**src/hw/gpa_pkg.sv**
```systemverilog
package gpa_pkg;

  // Port geometry
  localparam int unsigned GPA_WIDTH     = 8;   // Pins in the port
  localparam int unsigned GPA_TOP_PIN   = 7;   // Pin that can carry the address bit
  localparam int unsigned GPA_ADR_W     = 22;  // Wishbone byte address width
  localparam int unsigned GPA_IDX_W     = 20;  // Register index width

  // Register indices; byte address is four times the index
  localparam logic [19:0] GPA_DIR_IDX   = 20'hEE009; // direction_control
  localparam logic [19:0] GPA_LATCH_IDX = 20'hFFFD9; // output_data_latch

  // Reset values
  localparam logic [7:0]  GPA_DIR_RST_NORMAL = 8'h00; // Modes 1, 2, 5, 6, 7
  localparam logic [7:0]  GPA_DIR_RST_ADDR   = 8'h80; // Modes 3, 4
  localparam logic [7:0]  GPA_LATCH_RST      = 8'h00; // Every mode
  localparam logic [7:0]  GPA_DIR_READBACK   = 8'hFF; // Write-only read value

  // Operating modes that dedicate the top pin to the address bit
  localparam logic [2:0]  GPA_MODE_THREE = 3'h3;
  localparam logic [2:0]  GPA_MODE_FOUR  = 3'h4;

  // Synchroniser depth for pin inputs
  localparam int unsigned GPA_SYNC_STAGES = 3;

  // Wishbone request from the master
  typedef struct packed {
    logic                 cyc;
    logic                 stb;
    logic                 we;
    logic [GPA_ADR_W-1:0] adr;
    logic [3:0]           sel;
    logic [31:0]          dat;
  } gpa_wb_req_t;

  // Alternate peripheral claim on the pins
  typedef struct packed {
    logic [GPA_WIDTH-1:0] own; // Peripheral owns the pin
    logic [GPA_WIDTH-1:0] out; // Peripheral output level
    logic [GPA_WIDTH-1:0] oe;  // Peripheral drive enable
  } gpa_alt_t;

  // True in the modes that force the top pin to the address bit
  function automatic logic gpa_addr_mode(input logic [2:0] mode);
    gpa_addr_mode = (mode == GPA_MODE_THREE) || (mode == GPA_MODE_FOUR);
  endfunction : gpa_addr_mode

  // Direction register value after reset for a mode
  function automatic logic [7:0] gpa_dir_reset(input logic [2:0] mode);
    gpa_dir_reset = gpa_addr_mode(mode) ? GPA_DIR_RST_ADDR
                                        : GPA_DIR_RST_NORMAL;
  endfunction : gpa_dir_reset

endpackage : gpa_pkg

```
**src/hw/gpa_port.sv**
```systemverilog
// The Wishbone register port was chosen for this implementation.
`timescale 1ns/100ps
// Overview of operation
// RULE1: Direction bit 1 drives pin, 0 inputs
// RULE2: Reset leaves pins input except address pin
// RULE3: Direction clears to zero in other modes
// RULE4: Modes 3/4: direction 0x80, top fixed
// RULE5: Direction register write-only, reads all ones
// RULE6: Software standby keeps direction contents
// RULE7: Data latch holds values driven on outputs
// RULE8: Output pins read back latch bit
// RULE9: Input pins read back pin level
// RULE10: Data latch clears on reset, standby
// RULE11: Pattern outputs need direction bit set
// RULE12: Unclaimed pins remain general purpose
// RULE13: Peripheral claim overrides direction and data
module gpa_port
  import gpa_pkg::*;
#(
  parameter int unsigned WIDTH = 8  // Pins in the port
) (
  // Clock and reset
  input  wire logic                clk_i,
  input  wire logic                rst_i,
  // System control
  input  wire logic [2:0]          mode_i,
  input  wire logic                hw_standby_i,
  // Wishbone slave
  input  wire gpa_pkg::gpa_wb_req_t wb_req_i,
  output logic      [31:0]         wb_dat_o,
  output logic                     wb_ack_o,
  // Alternate functions
  input  wire gpa_pkg::gpa_alt_t   alt_i,
  input  wire logic [WIDTH-1:0]    pattern_out_i,
  input  wire logic [WIDTH-1:0]    pattern_en_i,
  input  wire logic                addr_bit_twenty_i,
  // Pins
  input  wire logic [WIDTH-1:0]    pin_i,
  output logic      [WIDTH-1:0]    pin_o,
  output logic      [WIDTH-1:0]    pin_oe_o,
  // Settled pin levels for peripherals
  output logic      [WIDTH-1:0]    pin_level_o
);

  import gpa_pkg::*;

  // Register state
  logic [WIDTH-1:0] dir_ff;       // direction_control
  logic [WIDTH-1:0] latch_ff;     // output_data_latch
  // Bus answer
  logic             ack_ff;       // Acknowledge, one cycle
  logic [31:0]      dat_ff;       // Read data
  // Pin drivers
  logic [WIDTH-1:0] pin_out_ff;   // Driven level
  logic [WIDTH-1:0] pin_oe_ff;    // Drive enable
  logic [WIDTH-1:0] level_ff;     // Settled levels to peripherals
  // Combinational terms
  logic [WIDTH-1:0] pin_sync;     // Synchronised pin levels
  logic             addr_mode;    // Top pin carries address bit
  logic             req;          // Bus request present
  logic             hit_dir;      // Address decodes direction
  logic             hit_latch;    // Address decodes latch
  logic             wr_dir;       // Direction write takes effect
  logic             wr_latch;     // Latch write takes effect
  logic             clr;          // Reset or hardware standby
  logic [31:0]      nxt_dat;      // Read mux
  logic [WIDTH-1:0] nxt_pin_out;  // Next driven level
  logic [WIDTH-1:0] nxt_pin_oe;   // Next drive enable
  logic [WIDTH-1:0] wr_byte;      // Low data lane of a write
  logic [WIDTH-1:0] pat_undir;    // Pattern pins lacking direction

  // Pin input synchroniser
  gpa_pin_sync #(
    .WIDTH (WIDTH)
  ) u_sync (
    .clk_i   (clk_i),
    .rst_i   (rst_i),
    .async_i (pin_i),
    .level_o (pin_sync)
  );

  // Mode and clear qualifiers
  assign addr_mode = gpa_addr_mode(mode_i);
  assign clr       = rst_i || hw_standby_i;

  // Address decode on word index; low two bits ignored
  assign req       = wb_req_i.cyc && wb_req_i.stb;
  assign hit_dir   = wb_req_i.adr[GPA_ADR_W-1:2] == GPA_DIR_IDX;
  assign hit_latch = wb_req_i.adr[GPA_ADR_W-1:2] == GPA_LATCH_IDX;

  // Writes land on the edge where the master sees ack, low lane only
  assign wr_dir   = req && ack_ff && wb_req_i.we && wb_req_i.sel[0]
                    && hit_dir;
  assign wr_latch = req && ack_ff && wb_req_i.we && wb_req_i.sel[0]
                    && hit_latch;

  // Data lane that a write stores; one place for both registers
  assign wr_byte = wb_req_i.dat[WIDTH-1:0];

  // Pattern pins whose direction bit software left clear
  assign pat_undir = pattern_en_i & ~alt_i.own & ~dir_ff;

  // Read mux; unmapped reads return zero
  always_comb begin
    nxt_dat = 32'h0000_0000;
    if (hit_dir) begin
      // Stored value never visible
      nxt_dat[WIDTH-1:0] = GPA_DIR_READBACK; // RULE5
    end else if (hit_latch) begin
      // Outputs show the latch, inputs show the pin
      nxt_dat[WIDTH-1:0] = (dir_ff & latch_ff)       // RULE8
                         | (~dir_ff & pin_sync);     // RULE9
    end
  end

  // Acknowledge one cycle after the request, drop right after
  always_ff @(posedge clk_i) begin
    if (rst_i) begin
      ack_ff <= 1'b0;
    end else begin
      ack_ff <= req && !ack_ff;
    end
  end

  // Read data sampled with the ack, zero otherwise
  always_ff @(posedge clk_i) begin
    if (rst_i) begin
      dat_ff <= 32'h0000_0000;
    end else if (req && !ack_ff && !wb_req_i.we) begin
      dat_ff <= nxt_dat;
    end else begin
      dat_ff <= 32'h0000_0000;
    end
  end

  // Direction register; only clear or a write changes it, so
  // software standby leaves it alone
  always_ff @(posedge clk_i) begin
    if (clr) begin
      dir_ff <= gpa_dir_reset(mode_i); // RULE3 RULE4
    end else if (wr_dir) begin
      dir_ff <= wr_byte; // RULE6
      if (addr_mode) begin
        // Top bit cannot be cleared while address pin is dedicated
        dir_ff[GPA_TOP_PIN] <= 1'b1; // RULE4
      end
    end
  end

  // Output data latch; mode does not affect its clear value
  always_ff @(posedge clk_i) begin
    if (clr) begin
      latch_ff <= GPA_LATCH_RST; // RULE10
    end else if (wr_latch) begin
      latch_ff <= wr_byte; // RULE7
    end
  end

  // Pin ownership priority: address bit, peripheral, pattern,
  // then general purpose
  always_comb begin
    nxt_pin_out = '0;
    nxt_pin_oe  = '0;
    for (int i = 0; i < WIDTH; i++) begin
      if (addr_mode && (i == GPA_TOP_PIN)) begin
        // Dedicated address output
        nxt_pin_out[i] = addr_bit_twenty_i; // RULE4
        nxt_pin_oe[i]  = 1'b1;              // RULE2
      end else if (alt_i.own[i]) begin
        // Peripheral wins over direction and latch
        nxt_pin_out[i] = alt_i.out[i]; // RULE13
        nxt_pin_oe[i]  = alt_i.oe[i];  // RULE13
      end else if (pattern_en_i[i]) begin
        // Pattern drives only where software set the direction bit
        nxt_pin_out[i] = pattern_out_i[i]; // RULE11
        nxt_pin_oe[i]  = dir_ff[i];        // RULE11
      end else begin
        // General purpose pin
        nxt_pin_out[i] = latch_ff[i]; // RULE7 RULE12
        nxt_pin_oe[i]  = dir_ff[i];   // RULE1 RULE12
      end
    end
  end

  // Pin driver registers; reset gives inputs except address pin
  always_ff @(posedge clk_i) begin
    if (clr) begin
      pin_out_ff <= '0;
      pin_oe_ff  <= gpa_dir_reset(mode_i); // RULE2
      if (addr_mode) begin
        // Address pin follows the address bit through a clear, so it never
        // shows a false address while dedicated
        pin_out_ff[GPA_TOP_PIN] <= addr_bit_twenty_i; // RULE4
      end
    end else begin
      pin_out_ff <= nxt_pin_out;
      pin_oe_ff  <= nxt_pin_oe;
    end
  end

  // Settled levels for peripheral inputs
  always_ff @(posedge clk_i) begin
    if (rst_i) begin
      level_ff <= '0;
    end else begin
      level_ff <= pin_sync;
    end
  end

  // Outputs straight from flip-flops
  assign wb_ack_o    = ack_ff;
  assign wb_dat_o    = dat_ff;
  assign pin_o       = pin_out_ff;
  assign pin_oe_o    = pin_oe_ff;
  assign pin_level_o = level_ff;
endmodule : gpa_port

```
**src/hw/gpa_pin_sync.sv**
```systemverilog
`timescale 1ns/100ps
module gpa_pin_sync #(
  parameter int unsigned WIDTH = 8  // Bits to synchronise
) (
  // Clock and reset
  input  wire logic             clk_i,
  input  wire logic             rst_i,
  // Asynchronous levels in, settled levels out
  input  wire logic [WIDTH-1:0] async_i,
  output logic      [WIDTH-1:0] level_o
);

  // Three stage chain; first stage feeds only the second
  logic [WIDTH-1:0] stage1_ff;
  logic [WIDTH-1:0] stage2_ff;
  logic [WIDTH-1:0] stage3_ff;
  logic [WIDTH-1:0] level_ff;   // Accepted level

  // Shift chain
  always_ff @(posedge clk_i) begin
    if (rst_i) begin
      stage1_ff <= '0;
      stage2_ff <= '0;
      stage3_ff <= '0;
    end else begin
      stage1_ff <= async_i;
      stage2_ff <= stage1_ff;
      stage3_ff <= stage2_ff;
    end
  end

  // Accept a change only once stages two and three agree
  always_ff @(posedge clk_i) begin
    if (rst_i) begin
      level_ff <= '0;
    end else begin
      for (int i = 0; i < WIDTH; i++) begin
        if (stage2_ff[i] == stage3_ff[i]) begin
          level_ff[i] <= stage3_ff[i];
        end
      end
    end
  end

  assign level_o = level_ff;

endmodule : gpa_pin_sync

```
**config.mk**
```make
export PLATFORM = sky130hd
export DESIGN_NAME = gpa_port
export DESIGN_NICKNAME = d
export VERILOG_FILES = /design/src/hw/gpa_pkg.sv /design/src/hw/gpa_port.sv /design/src/hw/gpa_pin_sync.sv
export SDC_FILE = /design/constraint.sdc
export NUM_CORES = 1
export LEC_CHECK = 0
export ABC_AREA = 1
export ABC_CLOCK_PERIOD_IN_PS = 5200
export BUFFER_PORTS_ARGS = -buffer_cell sky130_fd_sc_hd__buf_2
export CAP_MARGIN = 20
export CORE_MARGIN = 2
export CORE_UTILIZATION = 42
export CTS_CLUSTER_DIAMETER = 80
export DETAILED_ROUTE_END_ITERATION = 12
export PLACE_DENSITY = 0.75
export SLEW_MARGIN = 20
export SYNTH_ARGS = -nofsm -noshare
export SYNTH_HDL_FRONTEND = slang
export SYNTH_SLANG_ARGS = --single-unit
```
**constraint.sdc**
```tcl
create_clock -name clk_i -period 5.2 [get_ports clk_i]
set_input_delay 0.26 -clock clk_i [delete_from_list [all_inputs] [get_ports clk_i]]
set_output_delay 0.26 -clock clk_i [all_outputs]
set_load 0.05 [all_outputs]
```
==> out/summary.log, run 1 <==
[run_status] status complete, no violations
[floorplanning] I/O Pins 173
[routing] total iterations of the first detailed-routing run 4
[hold_path] sink of the worst hold path pin_o[7]
[sta] headroom to the max-slew limit 43.1%
[sta] PnR worst setup slack 3.04 ns
[routing] average wire per cell in the routed design 10.7 um
[clock_network] hold buffer count at cts 0
[power] peak supply drop 136 uV
[floorplanning] area of the core 7650 sq um
[clock_network] Clock Path Buffers 2
[hold_path] Hold/Removal Path Class input pin to flip-flop
[routing] met2 layer wire length in the routed design 3.52 mm
[logic_synthesis] number of flip-flops and latches in the synthesized netlist 81
[clock_network] Root Driver clkbuf_8
[placed_design] Detail Placement HPWL 5.23 mm
[logic_synthesis] summed instance area of the synthesized netlist 3290 sq um
[setup_path] type of the setup path with the least slack flip-flop to flip-flop
[floorplanning] Site Rows 32
[logic_synthesis] share of Yosys cell area claimed by the top area cell type 44.4%
[setup_path] worst endpoint required time 5.17 ns
[logic_synthesis] Synth area leaders dfxtp_1 (44%), nor2_1 (11%), edfxtp_1 (7.3%)
[job] max-cap violation count 0
[layout] area of the multi-input gates 1190 sq um
[clock_network] clock input transition at the sequential cells of the worst setup and hold paths 0.08 ns
[layout] synth-to-layout area growth 24.4%
[placed_design] Post-Place Worst Slack 2.94 ns
[logic_synthesis] distinct cell type count of the synthesized netlist 24
[setup_path] RR Startpoint wb_ack_o
[routing] vias 2848
[logic_synthesis] sequential-to-total area share from yosys stat 51.7%
[routing] count of antenna-violating nets left after detailed routing 0
[layout] share of post-route cells with drive strength above 1 30.2%
[power] total power density per cell area 321 nW/um^2
[sta] final worst clock skew 0.0131 ns
[sta] Least-Margin Pin Slew 0.850 ns
[grt] overall fraction of global-route tracks in use 16.3%
[logic_synthesis] cells after synthesis 421
[power] standby leakage power 2.03 nW
[sta] fraction of the cycle the final worst path needs 41.5%
[routing] final routed wirelength across all metal layers 6.93 mm
[routing] Post-route DRC 0
[layout] fill cell count 733
[layout] register area 1700 sq um
[grt] number of global-route vias before repair 2591
[clock_network] CTS tree yes
[sta] number of endpoints with negative hold slack in the final report 0
[clock_network] total setup buffers inserted after CTS 0
[hold_path] startpoint of the tightest hold check path addr_bit_twenty_i
[floorplanning] chip width 92.6 um
[layout] final antenna diode count 0
[placed_design] placer's final routability congestion estimate 0.792
[setup_path] crit path max fanout 16
[setup_path] endpoint of the worst-slack reg-to-reg timing path dir_ff[0]
[setup_path] logic depth of the worst register-to-register path 4
[setup_path] CP endpoint kind flip-flop
[logic_synthesis] post-synthesis average cell area 7.82 sq um
[clock_network] TritonCTS Sinks 81
[clock_network] Inserted Clock Buffers 9
[sta] clock period minus worst slack 2.16 ns
[sta] count of pins over their slew limit 0
[sta] maximum achievable frequency 0.464 GHz
[setup_path] Worst Path Arrival 2.13 ns
[setup_path] Reg2Reg Setup Slack 3.04 ns
[sta] Setup TNS Final 0 ns
[grt] Congestion Overflow GR 0
[layout] core occupancy in the finished layout 53.6%
[routing] First DRT Iteration DRCs 74
[clock_network] H-tree lvl count 3
[sta] final-report setup violation count 0
[routing] highest layer used for signal routing met4
[layout] layout net count 657
[grt] maximum number of pins on one net before global-route repair 35
[hold_path] number of cells on the worst hold path 3
[floorplanning] floorplan die height 92.6 um
[floorplanning] area enclosed by the die boundary 8570 sq um
[clock_network] worst skew pair latency 0.35 ns
[grt] global-route wire length before repair 10.9 mm
[logic_synthesis] Yosys Warn Count 0
[floorplanning] initial cell density of the core 43.1%
[grt] initial antenna violation count 0
[sta] RSZ-0062 raised after global routing no
[routing] routed length on met1 2.85 mm
[clock_network] CTS resizes 0
[routing] routed wl met3 473 um
[setup_path] critical path startpoint category flip-flop
[placed_design] port bufs 119
[routing] Vias per Instance 4.40
[logic_synthesis] most area-hungry cell type in the Yosys netlist dfxtp_1
==> per-layer routing <==
layer  global-route usage, %  up-vias
met2                    30.3      102
met3                    3.66        7
met1                    18.2     1264
met5                       0        -
met4                    5.60        0
li1                        -     1475
==> flip-flops by register name (all words and copies together) (netlist names) <==
name              cells
pin_level_o           8
u_sync.stage3_ff      8
latch_ff              8
u_sync.stage1_ff      8
dir_ff                8
u_sync.level_o        8
wb_dat_o              8
pin_oe_o              8
pin_o                 8
wb_ack_o              1
u_sync.stage2_ff      8
==> how the worst max path moves through the flow <==
stage	start	endpoint	slack (ns)
global route	wb_ack_o	dir_ff[0]	2.93
CTS	wb_ack_o	dir_ff[2]	3.03
global placement	rst_i	dir_ff[5]	2.96
detailed placement	wb_req_i[39]	dir_ff[5]	2.94
finish	wb_ack_o	dir_ff[0]	3.04
floorplan	wb_ack_o	dir_ff[0]	3.15
==> synthesized netlist by cell type, drive strengths merged <==
cell,count
o21ai,19
mux2,6
nor2,100
o31ai,1
inv,67
mux2i,1
nand3b,2
conb,1
buf,31
clkbuf,2
edfxtp,8
nand2,64
a21oi,30
nor3,1
nand3,15
dfxtp,73
==> report_power, final <==
group | internal, mW | switching [mW]
Combinational | 0.0449 | 0.109
Clock | 0.260 | 0.241
Sequential | 0.650 | 0.00841
==> kinds of logic after synthesis <==
kind of cell / Yosys count / synth area share (%)
simple gates: 182 / 23.5
compound gates: 50 / 7.67
flops: 81 / 51.7
other cells: 1 / 0.114
mux: 7 / 2.36
buf+inv: 100 / 14.7
==> critical path, cell delays in order (launching register included) <==
cell	delay (ns)
dfxtp_1	0.38
nand3_1	0.10
nor2_2	0.55
inv_1	0.09
o21ai_1	0.68
==> layout by cell type (no fill, tap or decap), types with 2 or more instances in the layout <==
cell type,count
nor2_1,94
nand3_2,2
nand3b_1,2
clkbuf_8,9
nor2_2,3
o21ai_1,7
dfxtp_1,73
nand2_2,9
conb_1,24
inv_1,60
a21oi_1,30
inv_2,7
nand3_1,13
o21ai_0,12
mux2_2,6
edfxtp_1,8
nor2_4,3
inv_6,3
nand2_1,55
buf_2,119
==> final cells by class <==
cell class	count	share of cell area, %
clock buffer	10	3.64
clock inverter	6	1.86
inverter	67	6.14
multi-input combinational	263	29.1
sequential	81	41.6
tap	102	3.12
timing repair buffer	119	14.5
==> metrics by stage <==
step / total power [mW] / instances / hold slack [ns] / instance area [sq um]
3_5_place_dp: 0.827 / 632 / 0.395 / 3870
2_1_floorplan: 0.790 / 444 / 0.367 / 3380
4_1_cts: 1.33 / 648 / 0.0916 / 4100
3_3_place_gp: 0.824 / 632 / 0.391 / 3870
6_report: 1.31 / 648 / 0.108 / 4100
5_1_grt: 1.37 / 648 / 0.0917 / 4100
(Power assumes the default switching activity.)
==> inputs of run 2 (changes only) <==
--- a/config.mk
+++ b/config.mk
@@ -6,7 +6,7 @@
 export NUM_CORES = 1
 export LEC_CHECK = 0
 export ABC_AREA = 1
-export ABC_CLOCK_PERIOD_IN_PS = 5200
+export ABC_CLOCK_PERIOD_IN_PS = 2000
 export BUFFER_PORTS_ARGS = -buffer_cell sky130_fd_sc_hd__buf_2
 export CAP_MARGIN = 20
 export CORE_MARGIN = 2
==> constraint.sdc (replaced) <==
create_clock -name clk_i -period 2 [get_ports clk_i]
set_input_delay 0.1 -clock clk_i [delete_from_list [all_inputs] [get_ports clk_i]]
set_output_delay 0.1 -clock clk_i [all_outputs]
set_load 0.05 [all_outputs]
==> run 2 against run 1 <==
Effect of this change: setup slack lost 2.4 ns; die area is the same; clock skew decreased by 0.0064 ns; combinational power increased to 2.8 times the previous value; cell count is 3.5% higher; maximum frequency is 54% higher; first-iteration DRC count increased by 41%; critical path type unchanged; highest routed layer unchanged; sequential share of layout area decreased by 1.8 points; final area increased by 4.6%; critical endpoint is now dir_ff[1]; register-to-register slack got worse by 2.4 ns; global-route usage increased by 1.6 points.
==> out/summary.log, run 2 (synthesis gave the netlist of run 1 again) <==
[floorplanning] chip width 92.6 um [unchanged]
[sta] Setup TNS Final 0 ns [unchanged]
[power] peak supply drop 333 uV [+140%]
[setup_path] CP endpoint kind flip-flop
[placed_design] Detail Placement HPWL 5.31 mm [+1.6%]
[setup_path] crit path max fanout 8 [-8]
[power] total power density per cell area 759 nW/um^2 [+140%]
[routing] average wire per cell in the routed design 10.8 um [+1.4%]
[hold_path] Hold/Removal Path Class input pin to flip-flop
[clock_network] Clock Path Buffers 2 [unchanged]
[sta] headroom to the max-slew limit 65.3% [+22 points]
[layout] final non-filler cell total 671 [+3.5%]
[grt] maximum number of pins on one net before global-route repair 34 [-2.9%]
[setup_path] worst endpoint required time 1.98 ns [-3.19 ns]
[sta] final worst clock skew 0.00676 ns [-0.00638 ns]
[sta] number of endpoints with negative hold slack in the final report 0 [unchanged]
[setup_path] logic depth of the worst register-to-register path 4 [unchanged]
[power] portion of total power attributed to sequential cells 52.7% [+2.6 points]
[routing] Vias per Instance 4.39 [-0.21%]
[sta] RSZ-0062 raised after global routing no
[power] Design Power 3.25 mW [+150%]
[hold_path] startpoint of the tightest hold check path alt_i[16]
[layout] share of post-route cells with drive strength above 1 29.7% [-0.52 points]
[floorplanning] Site Rows 32 [unchanged]
[power] Clock Power Share 33.9% [-4.3 points]
[setup_path] endpoint of the worst-slack reg-to-reg timing path dir_ff[1]
[routing] final routed wirelength across all metal layers 7.27 mm [+5.0%]
[clock_network] CTS tree yes
[layout] commonest non-fill, non-tap cell in the layout buf_2
[floorplanning] I/O Pins 173 [unchanged]
[clock_network] TritonCTS Sinks 81 [unchanged]
[setup_path] Reg2Reg Setup Slack 0.60 ns [-2.44 ns]
[hold_path] number of cells on the worst hold path 3 [unchanged]
[sta] Least-Margin Pin Slew 0.519 ns [-0.331 ns]
[routing] count of antenna-violating nets left after detailed routing 0 [unchanged]
[power] internal power summed over all cells 2.36 mW [+150%]
[sta] count of pins over their slew limit 0 [unchanged]
[floorplanning] floorplan die height 92.6 um [unchanged]
[grt] initial antenna violation count 0 [unchanged]
[layout] final antenna diode count 0 [unchanged]
[sta] final-report setup violation count 0 [unchanged]
[clock_network] Inserted Clock Buffers 9 [unchanged]
[floorplanning] initial cell density of the core 43.1% [unchanged]
[floorplanning] area of the core 7650 sq um [unchanged]
[routing] vias 2943 [+3.3%]
[sta] clock period minus worst slack 1.40 ns [-0.756 ns]
[power] standby leakage power 2.11 nW [+4.1%]
[sta] maximum achievable frequency 0.715 GHz [+54%]
[sta] fraction of the cycle the final worst path needs 70.0% [+29 points]
[power] power dissipated by switching net loads 884 uW [+150%]
[placed_design] placed cells 636 [+0.63%]
[clock_network] CTS resizes 0 [unchanged]
[setup_path] RR Startpoint wb_ack_o
[placed_design] port bufs 119 [unchanged]
[layout] synth-to-layout area growth 30.1%
[routing] Post-route DRC 0 [unchanged]
[layout] area of the multi-input gates 1200 sq um [+0.32%]
[clock_network] worst skew pair latency 0.34 ns [about the same]
[grt] Congestion Overflow GR 0 [unchanged]
[grt] overall fraction of global-route tracks in use 17.9% [+1.6 points]
[clock_network] clock input transition at the sequential cells of the worst setup and hold paths 0.08 ns [about the same]
[grt] global-route wire length before repair 12.0 mm [+10%]
[grt] number of global-route vias before repair 2870 [+11%]
[setup_path] Worst Path Arrival 1.38 ns [-0.75 ns]
[placed_design] placer's final routability congestion estimate 0.790 [-0.18%]
[hold_path] sink of the worst hold path pin_o[0]
[setup_path] type of the setup path with the least slack flip-flop to flip-flop
[routing] First DRT Iteration DRCs 104 [+41%]
[power] switching fraction of total power 27.2% [-0.077 points]
[floorplanning] area enclosed by the die boundary 8570 sq um [unchanged]
[setup_path] critical path startpoint category flip-flop
[layout] fill cell count 722 [-1.5%]
[layout] layout net count 680 [+3.5%]
[layout] highest-count cells in the layout ignoring fill and taps buf_2 (119), nor2_1 (94), dfxtp_1 (73)
[power] relative contribution of combinational cells to total power 13.4% [+1.7 points]
[clock_network] Root Driver clkbuf_8
[run_status] status complete, no violations
[routing] total iterations of the first detailed-routing run 4 [unchanged]
[layout] register area 1700 sq um [unchanged]
[clock_network] H-tree lvl count 3 [unchanged]
[job] max-cap violation count 0 [unchanged]
-- run 2: metal layers --
metal  global-route usage, %  wire length (um)  vias to the layer above
met1                    19.4              3010                     1320
li1                        -                 -                     1518
met2                    34.2              3760                       95
met4                    6.84               119                        0
met3                    3.34               376                       10
met5                       0                 0                        -
-- run 2: final cells by class --
cell class,count,area share [%]
Clock buffer,11,3.56
Clock inverter,5,0.847
Inverter,67,5.87
Multi-Input combinational cell,263,28.0
Sequential cell,81,39.7
Tap cell,102,2.98
Timing Repair Buffer,142,19.0
-- run 2: power groups by stage --
stage	clock, mW	combinational, mW	sequential (mW)
after global routing	1.22	0.474	1.72
after global placement	0	0.397	1.75
after floorplan	0	0.251	1.81
final	1.10	0.435	1.71
after detailed placement	0	0.405	1.75
after CTS	1.14	0.434	1.71
-- run 2: how the worst max path moves through the flow --
stage	startpoint	to	depth (start not counted)
2_1_floorplan	wb_ack_o	dir_ff[0]	5
5_1_grt	wb_ack_o	dir_ff[7]	4
4_1_cts	wb_ack_o	dir_ff[1]	4
6_report	wb_ack_o	dir_ff[1]	4
3_3_place_gp	wb_req_i[39]	dir_ff[6]	8
3_5_place_dp	wb_req_i[39]	dir_ff[6]	8
-- run 2: worst max-delay path, stage by stage (launching register included) --
cell	delay, ns
dfxtp_1	0.35
nand3_1	0.09
nor2_2	0.10
inv_1	0.06
o21ai_2	0.44
-- run 2: per-stage QoR --
stage | instance area, sq um | setup slack (ns) | hold WS, ns | util (%)
floorplan | 3380 | 0.0964 | 0.207 | -
global placement | 3900 | 0.513 | 0.299 | 51.0
detailed placement | 3900 | 0.475 | 0.304 | 51.0
CTS | 4280 | 0.572 | 0.00465 | 56.0
global route | 4280 | 0.481 | 0.0150 | 56.0
finish | 4280 | 0.601 | 0.0145 | 56.0
-- run 2: timing repair --
item / 4_1_cts / 5_1_grt
endpoints found under the hold margin: 19 / 0
setup buffers: 0 / 0
endpoints found under the setup margin: 0 / 0
hold buffers: 19 / 0
==> inputs of run 3 (changes only) <==
--- a/config.mk
+++ b/config.mk
@@ -6,7 +6,7 @@
 export NUM_CORES = 1
 export LEC_CHECK = 0
 export ABC_AREA = 1
-export ABC_CLOCK_PERIOD_IN_PS = 2000
+export ABC_CLOCK_PERIOD_IN_PS = 1350
 export BUFFER_PORTS_ARGS = -buffer_cell sky130_fd_sc_hd__buf_2
 export CAP_MARGIN = 20
 export CORE_MARGIN = 2
==> constraint.sdc (replaced) <==
create_clock -name clk_i -period 1.35 [get_ports clk_i]
set_input_delay 0.0675 -clock clk_i [delete_from_list [all_inputs] [get_ports clk_i]]
set_output_delay 0.0675 -clock clk_i [all_outputs]
set_load 0.05 [all_outputs]
==> run 3 against run 2 <==
Effect of this change: total power up 50%; setup slack worse by 0.53 ns; utilization up 2.5 points; die area unchanged; combinational power up 56%; largest power group unchanged; sequential share of layout area down 1.6 points; clock skew down 0.0014 ns.
==> out/summary.log, run 3 (synthesis gave the netlist of run 1 again) <==
[clock_network] Clock Path Buffers 2 [unchanged]
[setup_path] CP endpoint kind flip-flop
[sta] RSZ-0062 raised after global routing no
[grt] global-route wire length before repair 12.2 mm [+1.1%]
[setup_path] critical path startpoint category flip-flop
[layout] layout net count 696 [+2.4%]
[placed_design] port bufs 119 [unchanged]
[grt] initial antenna violation count 1 [+1]
[sta] clock period minus worst slack 1.28 ns [-0.121 ns]
[sta] final-report setup violation count 0 [unchanged]
[clock_network] worst skew pair latency 0.34 ns [about the same]
[setup_path] crit path max fanout 8 [unchanged]
[layout] register area 1710 sq um [+0.22%]
[routing] final routed wirelength across all metal layers 7.42 mm [+2.0%]
[setup_path] Top delay family on crit path flip-flops
[routing] vias 2930 [-0.44%]
[routing] Vias per Instance 4.26 [-2.9%]
[routing] Post-route DRC 0 [unchanged]
[sta] number of endpoints with negative hold slack in the final report 0 [unchanged]
[setup_path] Worst Path Arrival 1.30 ns [-0.08 ns]
[routing] average wire per cell in the routed design 10.8 um [-0.50%]
[clock_network] H-tree lvl count 3 [unchanged]
[floorplanning] initial cell density of the core 43.1% [unchanged]
[hold_path] Hold/Removal Path Class input pin to flip-flop
[layout] highest-count cells in the layout ignoring fill and taps buf_2 (119), nor2_1 (94), dfxtp_1 (72)
[setup_path] critical path buffer and inverter count 1 [unchanged]
[floorplanning] chip width 92.6 um [unchanged]
[grt] maximum number of pins on one net before global-route repair 24 [-29%]
[clock_network] TritonCTS Sinks 81 [unchanged]
[placed_design] Detail Placement HPWL 5.32 mm [about the same]
[sta] final worst clock skew 0.00537 ns [-0.00139 ns]
[setup_path] worst endpoint required time 1.37 ns [-0.61 ns]
[clock_network] Root Driver clkbuf_8
[power] Design Power 4.88 mW [+50%]
[floorplanning] area of the core 7650 sq um [unchanged]
[grt] overall fraction of global-route tracks in use 18.2% [+0.31 points]
[setup_path] master of the slowest instance on the critical path dfxtp_4
[floorplanning] I/O Pins 173 [unchanged]
[clock_network] clock input transition at the sequential cells of the worst setup and hold paths 0.09 ns [about the same]
[setup_path] biggest cell delay along the critical path 0.36 ns [-0.08 ns]
[routing] First DRT Iteration DRCs 80 [-23%]
[run_status] status complete, no violations
[grt] Congestion Overflow GR 0 [unchanged]
[layout] area of the multi-input gates 1210 sq um [+1.5%]
[layout] share of post-route cells with drive strength above 1 30.4% [+0.73 points]
[floorplanning] floorplan die height 92.6 um [unchanged]
[power] standby leakage power 2.18 nW [+3.5%]
[sta] worst slack on hold paths 0.0289 ns [+0.0144 ns]
[setup_path] type of the setup path with the least slack flip-flop to flip-flop
[layout] fill cell count 692 [-4.2%]
[setup_path] cells traversed along the worst timing path nand3_2 > nor2_4 > inv_4 > o21ai_4
[clock_network] CTS tree yes
[floorplanning] Site Rows 32 [unchanged]
[grt] number of global-route vias before repair 2823 [-1.6%]
[routing] total iterations of the first detailed-routing run 4 [unchanged]
[sta] fraction of the cycle the final worst path needs 94.7% [+25 points]
[clock_network] Inserted Clock Buffers 9 [unchanged]
[power] peak supply drop 497 uV [+49%]
[layout] synth-to-layout area growth 35.8%
[layout] commonest non-fill, non-tap cell in the layout buf_2
[placed_design] placer's final routability congestion estimate 0.750 [-5.0%]
[floorplanning] area enclosed by the die boundary 8570 sq um [unchanged]
[sta] count of pins over their slew limit 0 [unchanged]
[routing] count of antenna-violating nets left after detailed routing 0 [unchanged]
[job] max-cap violation count 0 [unchanged]
[sta] maximum achievable frequency 0.782 GHz [+9.4%]
[power] total power density per cell area 1090 nW/um^2 [+44%]
[run 3: metal layers]
metal	global-route usage (%)	share of wire [%]	vias to the layer above	wire length, um
li1	-	-	1556	-
met1	19.6	41	1270	3040
met2	34.4	52	97	3850
met3	4.64	6.1	7	449
met4	5.97	1.0	0	74
met5	0	0	-	0
[run 3: per-stage QoR]
step / area [sq um] / util (%) / instances / setup TNS (ns) / worst slack, ns
global placement: 3980 / 52.0 / 641 / 0 / 0.0426
floorplan: 3410 / - / 444 / -0.663 / -0.0829
CTS: 4460 / 58.4 / 687 / 0 / 0.0540
detailed placement: 3980 / 52.0 / 641 / -0.0306 / -0.00409
finish: 4470 / 58.5 / 688 / 0 / 0.0712
global route: 4470 / 58.5 / 688 / 0 / 0.00807
[run 3: cell type report]
class                      instances  area share (%)
multi-input combinational        263            27.2
antenna                            1          0.0560
timing repair buffer             158            21.9
clock inverter                     6            1.09
inverter                          67            5.68
tap                              102            2.85
sequential                        81            38.1
clock buffer                      10            3.08
[run 3: worst min-delay path, stage by stage]
cell and delay, ns:
buf_2 0.07, inv_1 0.04, nor2_1 0.08
[run 3: where the power goes]
part	switching, mW	internal (mW)	total (mW)
clock network	0.920	0.746	1.67
logic	0.438	0.240	0.678
registers	0.0316	2.50	2.53
total	1.39	3.49	4.88
[run 3: worst paths after layout]
path,cells past startpoint,slack [ns],startpoint,end
worst min register to register,2,0.40,u_sync.stage1_ff[0],u_sync.stage2_ff[0]
worst max-delay path,4,0.07,wb_ack_o,dir_ff[0]
worst max register to register,4,0.07,wb_ack_o,dir_ff[0]
worst min-delay path,3,0.03,wb_req_i[5],dir_ff[5]
[run 3: what timing repair did]
action | in CTS | in global routing
hold endpoints to repair | 26 | 0
resized for setup | 0 | 1
setup endpoints to repair | 0 | 1
buffers inserted | 0 | 0
hold buffers | 30 | 0
